### src/rtl/kltcc_defines.svh
// Register offsets, field positions, reset values for the training control bank.
`ifndef KLTCC_DEFINES_SVH
`define KLTCC_DEFINES_SVH
`define KLTCC_ADDR_W        8
`define KLTCC_OFF_CTRL      8'hd0
`define KLTCC_OFF_STROBES   8'hd1
`define KLTCC_OFF_STATUS    8'hd2
`define KLTCC_OFF_UPDATE    8'hd4
`define KLTCC_OFF_IRQ_STAT  8'hf0
`define KLTCC_OFF_IRQ_MASK  8'hf1
`define KLTCC_OFF_EQ_L1     8'he1
`define KLTCC_OFF_EQ_L2     8'he5
`define KLTCC_OFF_EQ_L3     8'he9
`define KLTCC_BIT_PART_OVR  16
`define KLTCC_BIT_LOC_OVR   17
`define KLTCC_BIT_SEND0     4
`define KLTCC_BIT_SEND1     5
`define KLTCC_BIT_APPLY1    9
`define KLTCC_EQ_LSB        16
`define KLTCC_EQ_W          8
`define KLTCC_UPD_W         6
`define KLTCC_STAT_W        6
`define KLTCC_LANE_STRIDE   8
`define KLTCC_RST_EQ        8'h00
`define KLTCC_RST_UPD       6'h00
`define KLTCC_IRQ_W         7
`endif

### src/rtl/kltcc_pkg.sv
// Types shared by the training control bank.
package kltcc_pkg;
    typedef logic [1:0] kltcc_req_t;
    localparam kltcc_req_t KLTCC_REQ_HOLD = 2'h0;
    localparam kltcc_req_t KLTCC_REQ_INC  = 2'h1;
    localparam kltcc_req_t KLTCC_REQ_DEC  = 2'h2;
endpackage

### src/rtl/kltcc_regs.sv
// Register bank for four-lane link training coefficient control.
`include "kltcc_defines.svh"

// Behaviour
// - Bits 6 and 7 are self-clearing send strobes for lanes 2 and 3, like bit 5 for lane 1.
// - Writing 1 to bit 9 loads lane 1 local equalizer settings from 0xE1 bits 23 to 16.
// - Writing 1 to bit 10 loads lane 2 local equalizer settings from 0xE5 bits 23 to 16.
// - Writing 1 to bit 11 loads lane 3 local equalizer settings from 0xE9 bits 23 to 16.
// - Apply strobes clear themselves and writing 0 changes nothing.
// - Apply strobes do nothing unless the local override enable at bit 17 is set.
// - Status bits 13:8, 21:16 and 29:24 report lanes 1 to 3 as bits 5:0 do for lane 0.
// - The update field bits 5:0 show the word sent on all four lanes.
// - The update field is writable only while the partner override enable is set.
// - The field holds post, main and pre requests of two bits: 01 up, 10 down, 00 hold.
// - A send strobe with partner override enabled starts sending the software word.
// - Partner override set lets software pick the sent requests, else the training logic does.
// - Local override clear follows partner requests, set takes software values on lanes 1 to 3 and holds lane 0.
module kltcc_regs
    import kltcc_pkg::*;
(
    input  wire logic                       ref_clk,
    input  wire logic                       rst_b,
    input  wire logic [`KLTCC_ADDR_W-1:0]   addr,
    input  wire logic [31:0]                wdata,
    input  wire logic                       wr_en,
    input  wire logic                       rd_en,
    output logic      [31:0]                rdata,
    input  wire logic [4*`KLTCC_STAT_W-1:0] lane_status,
    input  wire logic [`KLTCC_UPD_W-1:0]    link_training_update,
    input  wire logic [4*`KLTCC_EQ_W-1:0]   partner_eq,
    input  wire logic [3:0]                 partner_eq_valid,
    output logic      [4*`KLTCC_UPD_W-1:0]  tx_update_word,
    output logic      [3:0]                 tx_update_send,
    output logic      [4*`KLTCC_EQ_W-1:0]   local_eq,
    output logic      [3:0]                 local_eq_load,
    output logic                            partner_coef_override_en,
    output logic                            local_coef_override_en,
    output logic                            irq
);

    logic [`KLTCC_UPD_W-1:0]  sw_update;
    logic [3*`KLTCC_EQ_W-1:0] eq_field;
    logic [`KLTCC_IRQ_W-1:0]  irq_stat;
    logic [`KLTCC_IRQ_W-1:0]  irq_mask;

    wire wr_ctrl  = wr_en && (addr == `KLTCC_OFF_CTRL);
    wire wr_strb  = wr_en && (addr == `KLTCC_OFF_STROBES);
    wire wr_upd   = wr_en && (addr == `KLTCC_OFF_UPDATE);
    wire wr_istat = wr_en && (addr == `KLTCC_OFF_IRQ_STAT);
    wire wr_imask = wr_en && (addr == `KLTCC_OFF_IRQ_MASK);

    function automatic logic [`KLTCC_ADDR_W-1:0] eq_off(input int lane);
        case (lane)
            1:       eq_off = `KLTCC_OFF_EQ_L1;
            2:       eq_off = `KLTCC_OFF_EQ_L2;
            default: eq_off = `KLTCC_OFF_EQ_L3;
        endcase
    endfunction

    // Send strobes: lanes 0..3 at bits 4..7; only act when override is on.
    wire [3:0] send_req = wr_strb ? wdata[`KLTCC_BIT_SEND0 +: 4] : 4'h0;
    wire [3:0] next_send = partner_coef_override_en ? send_req : 4'h0;
    // Apply strobes: lanes 1..3 at bits 9..11.
    wire [2:0] apply_req = wr_strb ? wdata[`KLTCC_BIT_APPLY1 +: 3] : 3'h0;
    wire [2:0] next_apply = local_coef_override_en ? apply_req : 3'h0;

    // Sent word follows the training logic unless software owns it.
    wire [`KLTCC_UPD_W-1:0] cur_update =
        partner_coef_override_en ? sw_update : link_training_update;

    always_ff @(posedge ref_clk or negedge rst_b)
    begin
        if (!rst_b)
        begin
            partner_coef_override_en <= 1'b0;
            local_coef_override_en   <= 1'b0;
        end
        else if (wr_ctrl)
        begin
            partner_coef_override_en <= wdata[`KLTCC_BIT_PART_OVR];
            local_coef_override_en   <= wdata[`KLTCC_BIT_LOC_OVR];
        end
    end

    always_ff @(posedge ref_clk or negedge rst_b)
    begin
        if (!rst_b)
            sw_update <= `KLTCC_RST_UPD;
        else if (wr_upd && partner_coef_override_en)
            sw_update <= wdata[`KLTCC_UPD_W-1:0];
    end

    always_ff @(posedge ref_clk or negedge rst_b)
    begin
        if (!rst_b)
        begin
            tx_update_send <= 4'h0;
            tx_update_word <= '0;
        end
        else
        begin
            tx_update_send <= next_send;
            tx_update_word <= {4{cur_update}};
        end
    end

    genvar g;
    generate
        for (g = 1; g < 4; g++)
        begin : g_lane
            localparam int I = g - 1;
            wire wr_eq = wr_en && (addr == eq_off(g));
            always_ff @(posedge ref_clk or negedge rst_b)
            begin
                if (!rst_b)
                    eq_field[I*`KLTCC_EQ_W +: `KLTCC_EQ_W] <= `KLTCC_RST_EQ;
                else if (wr_eq)
                    eq_field[I*`KLTCC_EQ_W +: `KLTCC_EQ_W] <=
                        wdata[`KLTCC_EQ_LSB +: `KLTCC_EQ_W];
            end
            // Local equalizer: software value on apply, else partner request while local override is clear.
            always_ff @(posedge ref_clk or negedge rst_b)
            begin
                if (!rst_b)
                begin
                    local_eq[g*`KLTCC_EQ_W +: `KLTCC_EQ_W] <= `KLTCC_RST_EQ;
                    local_eq_load[g] <= 1'b0;
                end
                else if (next_apply[I])
                begin
                    local_eq[g*`KLTCC_EQ_W +: `KLTCC_EQ_W] <=
                        eq_field[I*`KLTCC_EQ_W +: `KLTCC_EQ_W];
                    local_eq_load[g] <= 1'b1;
                end
                else if (!local_coef_override_en && partner_eq_valid[g])
                begin
                    local_eq[g*`KLTCC_EQ_W +: `KLTCC_EQ_W] <=
                        partner_eq[g*`KLTCC_EQ_W +: `KLTCC_EQ_W];
                    local_eq_load[g] <= 1'b1;
                end
                else
                    local_eq_load[g] <= 1'b0;
            end
        end
    endgenerate

    // Lane 0 equalizer follows the partner unless local override holds it.
    always_ff @(posedge ref_clk or negedge rst_b)
    begin
        if (!rst_b)
        begin
            local_eq[`KLTCC_EQ_W-1:0] <= `KLTCC_RST_EQ;
            local_eq_load[0] <= 1'b0;
        end
        else
        begin
            local_eq_load[0] <= !local_coef_override_en && partner_eq_valid[0];
            if (!local_coef_override_en && partner_eq_valid[0])
                local_eq[`KLTCC_EQ_W-1:0] <= partner_eq[`KLTCC_EQ_W-1:0];
        end
    end

    // Events: send issued (4), apply issued (3). Set wins over clear.
    wire [`KLTCC_IRQ_W-1:0] irq_ev = {next_apply, next_send};
    wire [`KLTCC_IRQ_W-1:0] irq_clr = wr_istat ? wdata[`KLTCC_IRQ_W-1:0] : '0;

    always_ff @(posedge ref_clk or negedge rst_b)
    begin
        if (!rst_b)
        begin
            irq_stat <= '0;
            irq_mask <= '0;
            irq      <= 1'b0;
        end
        else
        begin
            irq_stat <= (irq_stat & ~irq_clr) | irq_ev;
            if (wr_imask)
                irq_mask <= wdata[`KLTCC_IRQ_W-1:0];
            irq <= |(((irq_stat & ~irq_clr) | irq_ev) &
                     (wr_imask ? wdata[`KLTCC_IRQ_W-1:0] : irq_mask));
        end
    end

    // Status register: four lanes of six bits on an eight-bit stride.
    logic [31:0] status_word;
    always_comb
    begin
        status_word = '0;
        for (int l = 0; l < 4; l++)
            status_word[l*`KLTCC_LANE_STRIDE +: `KLTCC_STAT_W] =
                lane_status[l*`KLTCC_STAT_W +: `KLTCC_STAT_W];
    end

    logic [31:0] rd_mux;
    always_comb
    begin
        rd_mux = 32'h0;
        case (addr)
            `KLTCC_OFF_CTRL:
            begin
                rd_mux[`KLTCC_BIT_PART_OVR] = partner_coef_override_en;
                rd_mux[`KLTCC_BIT_LOC_OVR]  = local_coef_override_en;
            end
            `KLTCC_OFF_STROBES: rd_mux = 32'h0;
            `KLTCC_OFF_STATUS:  rd_mux = status_word;
            `KLTCC_OFF_UPDATE:  rd_mux[`KLTCC_UPD_W-1:0] = cur_update;
            `KLTCC_OFF_EQ_L1:
                rd_mux[`KLTCC_EQ_LSB +: `KLTCC_EQ_W] = eq_field[7:0];
            `KLTCC_OFF_EQ_L2:
                rd_mux[`KLTCC_EQ_LSB +: `KLTCC_EQ_W] = eq_field[15:8];
            `KLTCC_OFF_EQ_L3:
                rd_mux[`KLTCC_EQ_LSB +: `KLTCC_EQ_W] = eq_field[23:16];
            `KLTCC_OFF_IRQ_STAT: rd_mux[`KLTCC_IRQ_W-1:0] = irq_stat;
            `KLTCC_OFF_IRQ_MASK: rd_mux[`KLTCC_IRQ_W-1:0] = irq_mask;
            default:            rd_mux = 32'h0;
        endcase
    end

    always_ff @(posedge ref_clk or negedge rst_b)
    begin
        if (!rst_b)
            rdata <= 32'h0;
        else
            rdata <= rd_en ? rd_mux : 32'h0;
    end

endmodule

### config.mk
export PLATFORM = sky130hd
export DESIGN_NAME = kltcc_regs
export DESIGN_NICKNAME = d
export VERILOG_FILES = /design/src/rtl/kltcc_pkg.sv /design/src/rtl/kltcc_regs.sv
export VERILOG_INCLUDE_DIRS = /design/src /design/src/rtl
export SDC_FILE = /design/constraint.sdc
export NUM_CORES = 1
export LEC_CHECK = 0
export BUFFER_PORTS_ARGS = -buffer_cell sky130_fd_sc_hd__buf_2
export CORE_MARGIN = 2
export CORE_UTILIZATION = 26
export CTS_CLUSTER_SIZE = 30
export DETAILED_ROUTE_END_ITERATION = 8
export PLACE_DENSITY = 0.6
export SKIP_CTS_REPAIR_TIMING = 1
export SYNTH_ARGS = -nofsm -noshare
export SYNTH_HDL_FRONTEND = slang
export SYNTH_SLANG_ARGS = --single-unit
### constraint.sdc
create_clock -name ref_clk -period 2.8 [get_ports ref_clk]
set_input_delay 0.42 -clock ref_clk [delete_from_list [all_inputs] [get_ports ref_clk]]
set_output_delay 0.42 -clock ref_clk [all_outputs]
set_load 0.005 [all_outputs]
# Word level (Yosys, flattened, before mapping)
# Index checks and enable logic that the tools add are counted.
# op_classes
eq_ne,9
n_mux,26
n_bitwise,4
reduce_logical,18
# op_table
cell,count
$eq 8x8->1 const B,9
$mux 8,6
$pmux 6 s4,2
$mux 32,1
$mux 7,3
$and 7x7->7,2
$logic_and 1x1->1,13
$mux 6,2
$pmux 2 s5,1
$mux 4,2
$not 7->7,1
$or 7x7->7,1
$reduce_or 7->1,1
$mux 1,6
$mux 3,2
$reduce_bool 2->1,3
$pmux 1 s2,1
$logic_not 1->1,1
# totals
reg_bits,143
out_inout_bits,99
word_cells,77

# Logic depth before layout (Yosys ltp)
# Gate-level depths: netlist of the first run.
# depth
ltp_word,8
mapped_depth,6
depth_no_buf,5

# Worst setup path after synthesis of the first run
# Ideal clock, no wire load.
# synth_timing
path_type,input-to-reg
startpoint,input addr[1]
endpoint,register irq
setup_time_ns,0.135
t_arrival_ns,2.176
required_ns,2.665
path_slack_ns,0.489
cell_stages,6
path_cell_list,or4b_4 > or3_1 > buf_6 > mux2_4 > a222oi_1 > nand4_1
# synth_between
elab_chain_cells,8
elab_cells_between_ends,17
classes_between,3 x eq/ne; 6 x mux; 4 x bitwise; 4 x reduce/logical
# synth_lines
item,line,rtl
from (decl),kltcc_regs.sv:23,"input wire logic [`KLTCC_ADDR_W-1:0] addr,"
$eq 8x8->1,-,
$logic_and 1x1->1,kltcc_regs.sv:49,wire wr_istat = wr_en && (addr == `KLTCC_OFF_IRQ_STAT);
$mux 7,kltcc_regs.sv:165,wire [`KLTCC_IRQ_W-1:0] irq_clr = wr_istat ? wdata[`KLTCC_IRQ_W-1:0] : '0;
$not 7->7,kltcc_regs.sv:180,irq <= |(((irq_stat & ~irq_clr) | irq_ev) &
$and 7x7->7,kltcc_regs.sv:180,
$or 7x7->7,kltcc_regs.sv:180,
$and 7x7->7 (*),kltcc_regs.sv:180,
$reduce_or 7->1 (*),kltcc_regs.sv:180,
to (signal assigned),kltcc_regs.sv:180,
to (decl),kltcc_regs.sv:38,output logic irq
# Mark *: on every way between the ends. The rest lies on a longest branch, timed or not.
# A chain may end at the register's enable or synchronous reset.

# Final worst setup path of the first run
# Same ends and word-level chain as after synthesis.

==> results of run 1 <==
-- worst max path at each step --
stage | depth (start not counted) | end | startpoint | slack (ns)
floorplan | 6 | irq$_DFF_PN0_ | addr[1] | 0.49
global placement | 6 | irq$_DFF_PN0_ | addr[1] | 0.25
detailed placement | 6 | irq$_DFF_PN0_ | addr[1] | 0.28
CTS | 6 | irq$_DFF_PN0_ | addr[1] | 0.73
global route | 6 | irq$_DFF_PN0_ | addr[1] | 0.64
finish | 6 | irq$_DFF_PN0_ | addr[1] | 0.71
-- power groups by stage --
stage / sequential [W] / clock (W) / combinational, W
floorplan: 0.00188 / 0 / 0.000142
global placement: 0.00189 / 0 / 0.000339
detailed placement: 0.00189 / 0 / 0.000342
CTS: 0.00186 / 0.00228 / 0.000343
global route: 0.00187 / 0.00236 / 0.000374
finish: 0.00186 / 0.00221 / 0.000334
-- through the flow --
| step | area (um^2) | std cells | setup WS [ns] |
|---|---|---|---|
| after global placement | 6207 | 821 | 0.2468 |
| final | 6803 | 852 | 0.7094 |
| after floorplan | 5047 | 394 | 0.4891 |
| after global routing | 6803 | 852 | 0.6402 |
| after CTS | 6803 | 852 | 0.7279 |
| after detailed placement | 6207 | 821 | 0.2815 |
-- cells in the mapped netlist (2+ instances only) --
| cell type | number | area (um^2) |
|---|---|---|
| and3_1 | 13 | 81.33 |
| a222oi_1 | 15 | 150.1 |
| nor2b_1 | 5 | 31.28 |
| nor2_1 | 16 | 60.06 |
| nand4_1 | 3 | 18.77 |
| a21oi_1 | 11 | 55.05 |
| a22o_1 | 24 | 210.2 |
| mux2_2 | 51 | 574.3 |
| dfrtp_1 | 120 | 3003 |
| a21o_1 | 24 | 180.2 |
| o31ai_1 | 4 | 30.03 |
| o41ai_1 | 4 | 35.03 |
| mux2_4 | 2 | 30.03 |
| nand2_1 | 21 | 78.83 |
| a22oi_1 | 6 | 45.04 |
| clkbuf_1 | 10 | 37.54 |
| buf_4 | 23 | 172.7 |
| o21ai_0 | 7 | 35.03 |
| inv_1 | 11 | 41.29 |
-- sequential cells by signal, indices dropped and copies added, names as in the netlist --
signal / flops
partner_coef_override_en: 1
tx_update_send: 4
local_eq_load: 4
rdata: 27
irq_mask: 7
local_coef_override_en: 1
irq: 1
sw_update: 6
local_eq: 32
irq_stat: 7
eq_field: 24
tx_update_word: 6
-- routing by layer --
layer	vias up	wire, um	global-route usage [%]
met5	-	41	0
met4	6	158	4.377
met3	22	1118	4.695
met2	165	6943	23.22
met1	1906	6593	19.51
li1	1809	-	-
-- area by class of cell --
| cell class | instances | area, um^2 | area share [%] |
|---|---|---|---|
| Tap cell | 260 | 325.3 | 4.782 |
| Clock inverter | 11 | 148.9 | 2.189 |
| Sequential cell | 120 | 3003 | 44.14 |
| Inverter | 11 | 41.29 | 0.6070 |
| Clock buffer | 20 | 446.7 | 6.566 |
| Timing Repair Buffer | 202 | 1056 | 15.52 |
| Multi-Input combinational cell | 228 | 1782 | 26.19 |
-- worst register-to-register path, cell delays in order (launching register included) --
cell	delay (ns)
dfrtp_1	0.51
nor2b_1	0.70
nor2_1	0.40
a21o_1	0.27
-- cells by family after synthesis --
logic type,after synthesis
other,1
multiplexers,53
buffers and inverters,46
flip-flops,120
AND/OR/NAND/NOR,74
AO/OA/AOI/OAI,96
==> impl_metrics.xml, run 1 <==
<?xml version="1.0" encoding="UTF-8"?>
<metrics>
  <group name="outcome">
    <metric name="outcome" unit="">complete, no violations</metric>
  </group>
  <group name="die">
    <metric name="core_region_area" unit="um^2">18830</metric>
    <metric name="initial_core_util" unit="%">26.72</metric>
    <metric name="top_level_ports" unit="">209</metric>
    <metric name="die_area" unit="um^2">20480</metric>
    <metric name="fp.dieH" unit="um">143.1</metric>
    <metric name="fp.dieW" unit="um">143.1</metric>
    <metric name="rows" unit="">50</metric>
  </group>
  <group name="synthesis">
    <metric name="syn-instance-count" unit="">390</metric>
    <metric name="syn_avg_cell_area" unit="um^2">12.90</metric>
    <metric name="synth-xor-area-share" unit="%">0</metric>
    <metric name="synth-edff-count" unit="">0</metric>
    <metric name="ys.flop_type" unit="">dfrtp_1</metric>
    <metric name="synth_area" unit="um^2">5032</metric>
    <metric name="async_reset_ff_share" unit="%">100.0</metric>
    <metric name="yosysWarningCount" unit="">0</metric>
    <metric name="synth-adder-area-share" unit="%">0</metric>
    <metric name="post_synth_simple_gate_area" unit="%">8.105</metric>
    <metric name="synth_mux_area_share" unit="%">12.01</metric>
    <metric name="dominant_combinational_cell_family_by_area_after_synthesis" unit="">compound AO/OA/AOI/OAI gates</metric>
    <metric name="postSynthRegisterBits" unit="">120</metric>
    <metric name="synth_cell_type_count" unit="">39</metric>
    <metric name="synth_seq_area_share" unit="%">59.67</metric>
    <metric name="compound_gate_fraction_of_synth_area" unit="%">14.82</metric>
  </group>
  <group name="detailed_routing">
    <metric name="vias" unit="">3908</metric>
    <metric name="firstDrtPassIters" unit="">5</metric>
    <metric name="post_drt_via_cell_ratio" unit="">4.587</metric>
    <metric name="ant_nets" unit="">0</metric>
    <metric name="drcViolationCount" unit="">0</metric>
    <metric name="wl_per_cell" unit="um">17.44</metric>
    <metric name="drtIter0Drc" unit="">263</metric>
    <metric name="sum_of_routed_wire_length_over_all_layers" unit="um">14860</metric>
  </group>
  <group name="sta">
    <metric name="slew_violations" unit="">0</metric>
    <metric name="fin_tns_setup" unit="ns">0</metric>
    <metric name="finalHoldWorstSlack" unit="ns">0.05454</metric>
    <metric name="fmaxAchievable" unit="MHz">478.3</metric>
    <metric name="slew-limit-headroom" unit="%">14.46</metric>
    <metric name="finalSetupViolations" unit="">0</metric>
    <metric name="final.period_utilization" unit="%">74.67</metric>
    <metric name="hold_viol" unit="">0</metric>
    <metric name="grt_setup_unrepaired" unit="">no</metric>
    <metric name="finalWorstPathRequiredPeriod" unit="ns">2.091</metric>
    <metric name="fin_skew" unit="ns">0.006413</metric>
    <metric name="measured_slew_at_the_worst_slew_check_pin" unit="ns">1.266</metric>
  </group>
  <group name="critical_path">
    <metric name="timing.critical_path.slowest_stage_cell" unit="">or4b_4</metric>
    <metric name="cp-start-kind" unit="">primary input</metric>
    <metric name="reg2reg_setup_slack" unit="ns">0.81</metric>
    <metric name="timing.critical_path.cells" unit="">buf_2 &gt; or4b_4 &gt; or3_1 &gt; mux2_4 &gt; a222oi_1 &gt; nand4_1</metric>
    <metric name="critical_path_class" unit="">in2reg</metric>
    <metric name="worst_ep_arrival_time" unit="ns">2.37</metric>
    <metric name="regToRegEndpoint" unit="">local_eq[25]$_DFFE_PN0P_</metric>
    <metric name="ff2ff_path_depth" unit="">3</metric>
    <metric name="crit_buf_inv" unit="">1</metric>
    <metric name="worst-path-max-fanout" unit="">6</metric>
    <metric name="end_kind" unit="">flip-flop</metric>
    <metric name="cp_slowest_stage_delay" unit="ns">0.55</metric>
    <metric name="critical-path-top-delay-family" unit="">simple AND/OR/NAND/NOR gates</metric>
    <metric name="worst_ep_required_time" unit="ns">3.08</metric>
    <metric name="worstReg2RegStart" unit="">local_coef_override_en$_DFFE_PN0P_</metric>
  </group>
  <group name="power">
    <metric name="max-vdd-ir-drop" unit="mV">0.4163</metric>
    <metric name="cellPowerDensity" unit="nW/um^2">647.9</metric>
    <metric name="internal-power" unit="W">0.003394</metric>
    <metric name="power.share.switching" unit="%">22.99</metric>
    <metric name="seqPwrFrac" unit="%">42.2</metric>
    <metric name="total_power" unit="W">0.004408</metric>
    <metric name="clock_power_share" unit="%">50.2</metric>
    <metric name="power.share.combinational" unit="%">7.6</metric>
    <metric name="power.switching" unit="W">0.001013</metric>
    <metric name="cellLeakagePower" unit="nW">3.609</metric>
  </group>
  <group name="run">
    <metric name="cap_viol_max_count" unit="">0</metric>
  </group>
  <group name="grt">
    <metric name="grt_remaining_overflow" unit="">0</metric>
    <metric name="first_global_vias" unit="">3838</metric>
    <metric name="grt_first_pass_wirelength" unit="um">22510</metric>
    <metric name="maximum_number_of_pins_on_one_net_before_global_route_repair" unit="">55</metric>
    <metric name="grt_antenna_before_repair" unit="">3</metric>
    <metric name="grtUsageTotal" unit="%">14.77</metric>
  </group>
  <group name="clock_tree">
    <metric name="cts_tree" unit="">yes</metric>
    <metric name="tritoncts.num_buffers" unit="">17</metric>
    <metric name="clock_latency" unit="ns">0.41</metric>
    <metric name="maximum_buffer_depth_of_the_clock_tree" unit="">2</metric>
    <metric name="cts_max_level" unit="">4</metric>
    <metric name="cts_num_sinks" unit="">120</metric>
    <metric name="clk_root_buffer_cell" unit="">clkbuf_16</metric>
    <metric name="clk_transition_reported_paths" unit="ns">0.06</metric>
  </group>
  <group name="final_layout">
    <metric name="post_route_cells_drive_above_1_share" unit="%">49.49</metric>
    <metric name="layout.cells.most_common_list" unit="">189 x buf_2, 120 x dfrtp_1, 51 x mux2_2, 24 x a22o_1, 24 x a21o_1</metric>
    <metric name="n_antenna_cell" unit="">0</metric>
    <metric name="area_growth_syn_to_layout" unit="%">35.18</metric>
    <metric name="layout.cells.most_common" unit="">buf_2</metric>
    <metric name="fill_cells" unit="">1862</metric>
    <metric name="finalNetCount" unit="">690</metric>
    <metric name="final_util" unit="%">36.13</metric>
  </group>
  <group name="place">
    <metric name="globalplace.congestion" unit="">0.7514</metric>
    <metric name="place_hpwl" unit="um">11300</metric>
    <metric name="port_buffers" unit="">190</metric>
  </group>
  <group name="worst_hold_path">
    <metric name="worstHoldPathType" unit="">in2async</metric>
  </group>
</metrics>
No activity file was read; power rests on OpenSTA's default activity.
==> inputs of run 2 (changes only) <==
ABC_AREA = 1   (was not set)
PLACE_DENSITY = 0.59   (was 0.6)
clock period = 2.12 ns   (was 2.8 ns; I/O delays follow)
==> run 2 against run 1 <==
  * Combinational power increased to 2.7 times the previous value
  * Clock skew increased by 0.00093 ns
  * Die area increased by 5.5%
  * Worst hold slack improved by 0.036 ns
  * Core utilization decreased by 0.96 points
  * Global-route usage increased by 1.1 points
  * Clock power increased by 25%
  * Highest routed layer unchanged
  * Critical path depth decreased by 1
  * Wire length increased by 12%
  * Total power increased by 46%
  * Area after synthesis increased by 5.7%
  * Via count increased by 22%
  * Largest power group unchanged
  * Critical path type is now reg2reg
==> impl_metrics.xml, run 2 <==
<?xml version="1.0" encoding="UTF-8"?>
<metrics>
  <group name="critical_path">
    <metric name="ff2ff_path_depth" unit="">5</metric>
    <metric name="reg2reg_setup_slack" unit="ns">0.42</metric>
    <metric name="cp-start-kind" unit="">flip-flop</metric>
    <metric name="worst_ep_arrival_time" unit="ns">2.06</metric>
    <metric name="regToRegEndpoint" unit="">local_eq[4]$_DFFE_PN0P_</metric>
    <metric name="end_kind" unit="">flip-flop</metric>
    <metric name="worst-path-max-fanout" unit="">16</metric>
    <metric name="worstReg2RegStart" unit="">local_coef_override_en$_DFFE_PN0P_</metric>
    <metric name="critical_path_class" unit="">reg2reg</metric>
    <metric name="worst_ep_required_time" unit="ns">2.48</metric>
  </group>
  <group name="place">
    <metric name="globalplace.congestion" unit="">0.8362</metric>
    <metric name="pre_cts_ws" unit="ns">0.2462</metric>
    <metric name="place_hpwl" unit="um">12740</metric>
    <metric name="postPlaceCellArea" unit="um^2">6506</metric>
    <metric name="port_buffers" unit="">190</metric>
  </group>
  <group name="outcome">
    <metric name="outcome" unit="">complete, no violations</metric>
  </group>
  <group name="power">
    <metric name="cellLeakagePower" unit="nW">3.712</metric>
    <metric name="max-vdd-ir-drop" unit="mV">0.4915</metric>
    <metric name="cellPowerDensity" unit="nW/um^2">904.7</metric>
  </group>
  <group name="clock_tree">
    <metric name="clock_latency" unit="ns">0.42</metric>
    <metric name="maximum_buffer_depth_of_the_clock_tree" unit="">2</metric>
    <metric name="clk_root_buffer_cell" unit="">clkbuf_16</metric>
    <metric name="cts_max_level" unit="">4</metric>
    <metric name="cts_tree" unit="">yes</metric>
    <metric name="clk_transition_reported_paths" unit="ns">0.06</metric>
    <metric name="tritoncts.num_buffers" unit="">17</metric>
    <metric name="cts_num_sinks" unit="">120</metric>
  </group>
  <group name="die">
    <metric name="rows" unit="">52</metric>
    <metric name="fp.dieW" unit="um">147.0</metric>
    <metric name="initial_core_util" unit="%">26.37</metric>
    <metric name="top_level_ports" unit="">209</metric>
    <metric name="die_area" unit="um^2">21620</metric>
    <metric name="core_region_area" unit="um^2">20170</metric>
    <metric name="fp.dieH" unit="um">147.0</metric>
  </group>
  <group name="detailed_routing">
    <metric name="drtIter0Drc" unit="">415</metric>
    <metric name="firstDrtPassIters" unit="">4</metric>
    <metric name="ant_nets" unit="">0</metric>
    <metric name="vias" unit="">4770</metric>
    <metric name="wl_per_cell" unit="um">15.52</metric>
    <metric name="drcViolationCount" unit="">0</metric>
    <metric name="post_drt_via_cell_ratio" unit="">4.450</metric>
    <metric name="sum_of_routed_wire_length_over_all_layers" unit="um">16640</metric>
  </group>
  <group name="sta">
    <metric name="fin_tns_setup" unit="ns">0</metric>
    <metric name="measured_slew_at_the_worst_slew_check_pin" unit="ns">0.6152</metric>
    <metric name="finalWorstPathRequiredPeriod" unit="ns">1.703</metric>
    <metric name="finalSetupViolations" unit="">0</metric>
    <metric name="fin_skew" unit="ns">0.007347</metric>
    <metric name="hold_viol" unit="">0</metric>
    <metric name="final_critical_path_setup_slack" unit="ns">0.4167</metric>
    <metric name="slew-limit-headroom" unit="%">58.94</metric>
    <metric name="grt_setup_unrepaired" unit="">no</metric>
    <metric name="finalHoldWorstSlack" unit="ns">0.09097</metric>
    <metric name="final.period_utilization" unit="%">80.35</metric>
    <metric name="slew_violations" unit="">0</metric>
    <metric name="fmaxAchievable" unit="MHz">587.1</metric>
  </group>
  <group name="synthesis">
    <metric name="syn-instance-count" unit="">598</metric>
    <metric name="synth.top_cells.by_area" unit="">dfrtp_1 56%, nand2_1 9.2%, nand3_1 8.4%</metric>
    <metric name="ys.flop_type" unit="">dfrtp_1</metric>
    <metric name="post-synth-top-area-cell" unit="">dfrtp_1</metric>
    <metric name="synth_common_cells" unit="">131 x nand2_1, 120 x dfrtp_1, 89 x nand3_1</metric>
    <metric name="post-synth-top-area-fraction" unit="%">56.46</metric>
    <metric name="synth_seq_area_share" unit="%">56.46</metric>
    <metric name="yosysWarningCount" unit="">0</metric>
    <metric name="async_reset_ff_share" unit="%">100.0</metric>
    <metric name="postSynthRegisterBits" unit="">120</metric>
    <metric name="most_frequently_used_cell_type_in_the_post_synthesis_netlist" unit="">nand2_1</metric>
    <metric name="synth-edff-count" unit="">0</metric>
    <metric name="synth_cell_type_count" unit="">30</metric>
    <metric name="synth_area" unit="um^2">5319</metric>
    <metric name="syn_avg_cell_area" unit="um^2">8.894</metric>
  </group>
  <group name="grt">
    <metric name="grt_remaining_overflow" unit="">0</metric>
    <metric name="grt_first_pass_wirelength" unit="um">26170</metric>
    <metric name="first_global_vias" unit="">4718</metric>
    <metric name="maximum_number_of_pins_on_one_net_before_global_route_repair" unit="">43</metric>
    <metric name="grtUsageTotal" unit="%">15.88</metric>
    <metric name="grt_antenna_before_repair" unit="">7</metric>
  </group>
  <group name="final_layout">
    <metric name="layout.cells.most_common_list" unit="">189 x buf_2, 131 x nand2_1, 120 x dfrtp_1, 89 x nand3_1, 63 x inv_1</metric>
    <metric name="finalInstanceArea" unit="um^2">7092</metric>
    <metric name="reg_top3" unit="">local_eq (32), rdata (27), eq_field (24)</metric>
    <metric name="layout.cells.most_common" unit="">buf_2</metric>
    <metric name="largest_register_ff_count" unit="">32</metric>
    <metric name="fill_cells" unit="">2146</metric>
    <metric name="seq_area" unit="um^2">3003</metric>
    <metric name="finalNetCount" unit="">894</metric>
    <metric name="combined_area_of_the_multi_input_logic_cells" unit="um^2">1793</metric>
    <metric name="largest-register" unit="">local_eq</metric>
    <metric name="area_growth_syn_to_layout" unit="%">33.33</metric>
    <metric name="post_route_cells_drive_above_1_share" unit="%">32.37</metric>
  </group>
  <group name="run">
    <metric name="cap_viol_max_count" unit="">0</metric>
  </group>
  <group name="worst_hold_path">
    <metric name="worstHoldPathType" unit="">in2reg</metric>
    <metric name="min_to" unit="">local_eq[5]$_DFFE_PN0P_</metric>
    <metric name="holdCritStartpoint" unit="">partner_eq[5]</metric>
    <metric name="min_delay_path_depth" unit="">3</metric>
  </group>
</metrics>
[run 2: worst max-delay path: stages (launching register included)]
cell	delay, ns
dfrtp_1	0.37
inv_1	0.46
nand2_1	0.38
clkinv_1	0.28
nand2_1	0.08
nand2_1	0.06
[run 2: cell families (layout without fill, tap and decap cells)]
logic type,Yosys count,in the layout,synth area share [%]
compound gates,88,88,10.09
buf+inv,115,310,10.12
flops,120,120,56.46
other cells,1,10,0.07050
simple gates,274,274,23.27
[run 2: worst max-delay path by stage]
stage	start	endpoint	slack, ns	depth (start not counted)
global placement	addr[1]	irq$_DFF_PN0_	0.26	11
global route	local_coef_override_en$_DFFE_PN0P_	local_eq[2]$_DFFE_PN0P_	0.18	5
finish	local_coef_override_en$_DFFE_PN0P_	local_eq[4]$_DFFE_PN0P_	0.42	5
detailed placement	addr[1]	irq$_DFF_PN0_	0.25	11
floorplan	addr[5]	local_eq[24]$_DFFE_PN0P_	0.69	8
CTS	local_coef_override_en$_DFFE_PN0P_	local_eq[4]$_DFFE_PN0P_	0.37	5
[run 2: layout make-up]
cell class                      count  area share (%)
Clock buffer                       18           6.193
Clock inverter                     14           1.747
Sequential cell                   120           42.34
Timing Repair Buffer              209           15.84
Antenna cell                        5          0.1764
Tap cell                          270           4.764
Inverter                           69           3.652
Multi-Input combinational cell    367           25.28
[run 2: report_power, final]
group	total [W]	internal [W]	leakage, nW	switching [W]
clock network	0.00277	0.00165	0.269	0.00112
registers	0.00274	0.00257	1.61	0.000169
logic	0.000910	0.000432	1.83	0.000477
total	0.00642	0.00465	3.71	0.00177
[run 2: layer usage]
metal,GRT usage [%],wire length [um],share of wire (%),up-vias
met5,0,27,0.16,-
met4,5.433,244,1.5,4
met3,5.000,1109,6.7,21
met2,25.00,7721,46,182
met1,20.79,7537,45,2219
li1,-,-,-,2344
[run 2: per-stage QoR]
step	util [%]	total power (W)	cells
5_1_grt	35.12	0.006748	1069
6_report	35.16	0.006416	1072
4_1_cts	35.05	0.006486	1066
3_5_place_dp	32.26	0.003700	1034
3_3_place_gp	32.26	0.003680	1034
2_1_floorplan	-	0.003183	602
==> inputs of run 3 (changes only) <==
ABC_AREA = 0   (was 1)
PLACE_DENSITY = 0.61   (was 0.59)
clock period = 1.4 ns   (was 2.12 ns; I/O delays follow)
==> run 3 against run 2 <==
  * The run now ends with negative setup slack left
  * Sequential cell count is the same
  * Setup slack worse by 0.79 ns
  * Worst hold slack lost 0.059 ns
==> impl_metrics.xml, run 3 (same netlist as run 1, synthesis figures left out) <==
<?xml version="1.0" encoding="UTF-8"?>
<metrics>
  <group name="sta">
    <metric name="fin_skew" unit="ns">0.01095</metric>
    <metric name="final.period_utilization" unit="%">126.5</metric>
    <metric name="hold_viol" unit="">0</metric>
    <metric name="fin_tns_setup" unit="ns">-2.729</metric>
    <metric name="finalSetupViolations" unit="">40</metric>
    <metric name="grt_setup_unrepaired" unit="">yes</metric>
    <metric name="finalWorstPathRequiredPeriod" unit="ns">1.771</metric>
    <metric name="slew_violations" unit="">0</metric>
    <metric name="final_critical_path_setup_slack" unit="ns">-0.3705</metric>
    <metric name="fmaxAchievable" unit="MHz">564.8</metric>
  </group>
  <group name="power">
    <metric name="max-vdd-ir-drop" unit="mV">0.9556</metric>
    <metric name="total_power" unit="W">0.008888</metric>
    <metric name="power.switching" unit="W">0.002147</metric>
    <metric name="seqPwrFrac" unit="%">41.8</metric>
    <metric name="cellPowerDensity" unit="nW/um^2">1147</metric>
    <metric name="power.share.switching" unit="%">24.16</metric>
    <metric name="clock_power_share" unit="%">48.7</metric>
    <metric name="internal-power" unit="W">0.006740</metric>
    <metric name="cellLeakagePower" unit="nW">4.089</metric>
    <metric name="power.share.combinational" unit="%">9.5</metric>
  </group>
  <group name="clock_tree">
    <metric name="maximum_buffer_depth_of_the_clock_tree" unit="">2</metric>
    <metric name="clock_latency" unit="ns">0.41</metric>
    <metric name="tritoncts.num_buffers" unit="">17</metric>
    <metric name="clk_root_buffer_cell" unit="">clkbuf_16</metric>
    <metric name="cts_tree" unit="">yes</metric>
    <metric name="cts_max_level" unit="">4</metric>
    <metric name="clk_transition_reported_paths" unit="ns">0.06</metric>
    <metric name="cts_num_sinks" unit="">120</metric>
  </group>
  <group name="detailed_routing">
    <metric name="ant_nets" unit="">0</metric>
    <metric name="sum_of_routed_wire_length_over_all_layers" unit="um">16080</metric>
    <metric name="vias" unit="">4232</metric>
    <metric name="wl_per_cell" unit="um">17.52</metric>
    <metric name="drtIter0Drc" unit="">173</metric>
    <metric name="drcViolationCount" unit="">0</metric>
    <metric name="post_drt_via_cell_ratio" unit="">4.610</metric>
    <metric name="firstDrtPassIters" unit="">5</metric>
  </group>
  <group name="die">
    <metric name="core_region_area" unit="um^2">18830</metric>
    <metric name="die_area" unit="um^2">20480</metric>
    <metric name="fp.dieH" unit="um">143.1</metric>
    <metric name="fp.dieW" unit="um">143.1</metric>
    <metric name="rows" unit="">50</metric>
    <metric name="top_level_ports" unit="">209</metric>
    <metric name="initial_core_util" unit="%">26.72</metric>
  </group>
  <group name="final_layout">
    <metric name="post_route_cells_drive_above_1_share" unit="%">58.45</metric>
    <metric name="area_growth_syn_to_layout" unit="%">53.93</metric>
    <metric name="layout.cells.most_common_list" unit="">186 x buf_2, 119 x dfrtp_1, 49 x buf_4, 37 x mux2_2</metric>
    <metric name="fill_cells" unit="">1814</metric>
    <metric name="final_util" unit="%">41.14</metric>
    <metric name="largest-register" unit="">local_eq</metric>
    <metric name="finalNetCount" unit="">754</metric>
    <metric name="largest_register_ff_count" unit="">32</metric>
    <metric name="layout.cells.most_common" unit="">buf_2</metric>
    <metric name="reg_top3" unit="">local_eq (32), rdata (27), eq_field (24)</metric>
  </group>
  <group name="place">
    <metric name="globalplace.congestion" unit="">0.8035</metric>
    <metric name="place_hpwl" unit="um">12270</metric>
    <metric name="pre_cts_ws" unit="ns">-0.9198</metric>
    <metric name="port_buffers" unit="">190</metric>
  </group>
  <group name="critical_path">
    <metric name="worst_ep_arrival_time" unit="ns">2.05</metric>
    <metric name="critical_path_class" unit="">in2reg</metric>
    <metric name="reg2reg_setup_slack" unit="ns">-0.18</metric>
    <metric name="cp-start-kind" unit="">primary input</metric>
    <metric name="worst_ep_required_time" unit="ns">1.68</metric>
    <metric name="worst-path-max-fanout" unit="">4</metric>
    <metric name="end_kind" unit="">flip-flop</metric>
    <metric name="ff2ff_path_depth" unit="">5</metric>
  </group>
  <group name="grt">
    <metric name="grt_antenna_before_repair" unit="">1</metric>
    <metric name="grt.met3_usage" unit="%">4.460</metric>
    <metric name="first_global_vias" unit="">4308</metric>
    <metric name="grt_remaining_overflow" unit="">0</metric>
    <metric name="grtUsageTotal" unit="%">15.59</metric>
    <metric name="met1_usage" unit="%">19.09</metric>
    <metric name="gr-usage-met2" unit="%">26.89</metric>
    <metric name="maximum_number_of_pins_on_one_net_before_global_route_repair" unit="">51</metric>
    <metric name="grt_most_used_layer" unit="">met2</metric>
    <metric name="grt_first_pass_wirelength" unit="um">24020</metric>
  </group>
  <group name="worst_hold_path">
    <metric name="worstHoldPathType" unit="">in2reg</metric>
    <metric name="min_delay_path_depth" unit="">2</metric>
  </group>
  <group name="outcome">
    <metric name="outcome" unit="">finished, violations left</metric>
    <metric name="violations" unit="">negative setup slack</metric>
  </group>
  <group name="run">
    <metric name="cap_viol_max_count" unit="">0</metric>
  </group>
</metrics>
## run 3: per-layer routing
layer  part of all wire, %  vias up
met4                  0.96        0
met3                   6.4        9
met5                     0        -
met1                    42     2119
met2                    51      169
li1                      -     1935
## run 3: final timing paths
check / start / to
max: addr[1] / irq$_DFF_PN0_
min: partner_eq[2] / local_eq[2]$_DFFE_PN0P_
max reg2reg: partner_coef_override_en$_DFFE_PN0P_ / irq$_DFF_PN0_
min reg2reg: local_eq[26]$_DFFE_PN0P_ / local_eq[26]$_DFFE_PN0P_
max in group asynchronous: rst_b / local_coef_override_en$_DFFE_PN0P_
min in group asynchronous: rst_b / tx_update_word[21]$_DFF_PN0_
## run 3: cell type report
type	instances	area, um^2	area share (%)
clock buffer	18	439.2	5.670
tap	260	325.3	4.200
antenna	1	2.502	0.03230
inverter	11	41.29	0.5330
timing repair buffer	266	1712	22.10
sequential	120	3004	38.78
multi-input combinational	228	2074	26.78
clock inverter	14	147.6	1.906
## run 3: power groups by stage
stage                     registers, W  clock network (W)  logic (W)
after global placement         0.00377                  0   0.000776
after global routing           0.00373            0.00463   0.000932
final                          0.00371            0.00433   0.000849
after CTS                      0.00372            0.00444   0.000796
after detailed placement       0.00378                  0   0.000794
after floorplan                0.00376                  0   0.000313
## run 3: worst max-delay path: stages
cell	delay (ns)
buf_6	0.09
or4b_4	0.53
or3_4	0.44
mux2_4	0.32
a222oi_1	0.33
nand4_1	0.13
## run 3: stage by stage
stage                     instances  hold WS (ns)  instance area [um^2]
after floorplan                 394      -0.08559                  5283
after global placement          866        0.1092                  6820
after detailed placement        866        0.1133                  6820
after CTS                       898       -0.3288                  7407
after global routing            917       0.01444                  7744
final                           918       0.03244                  7746
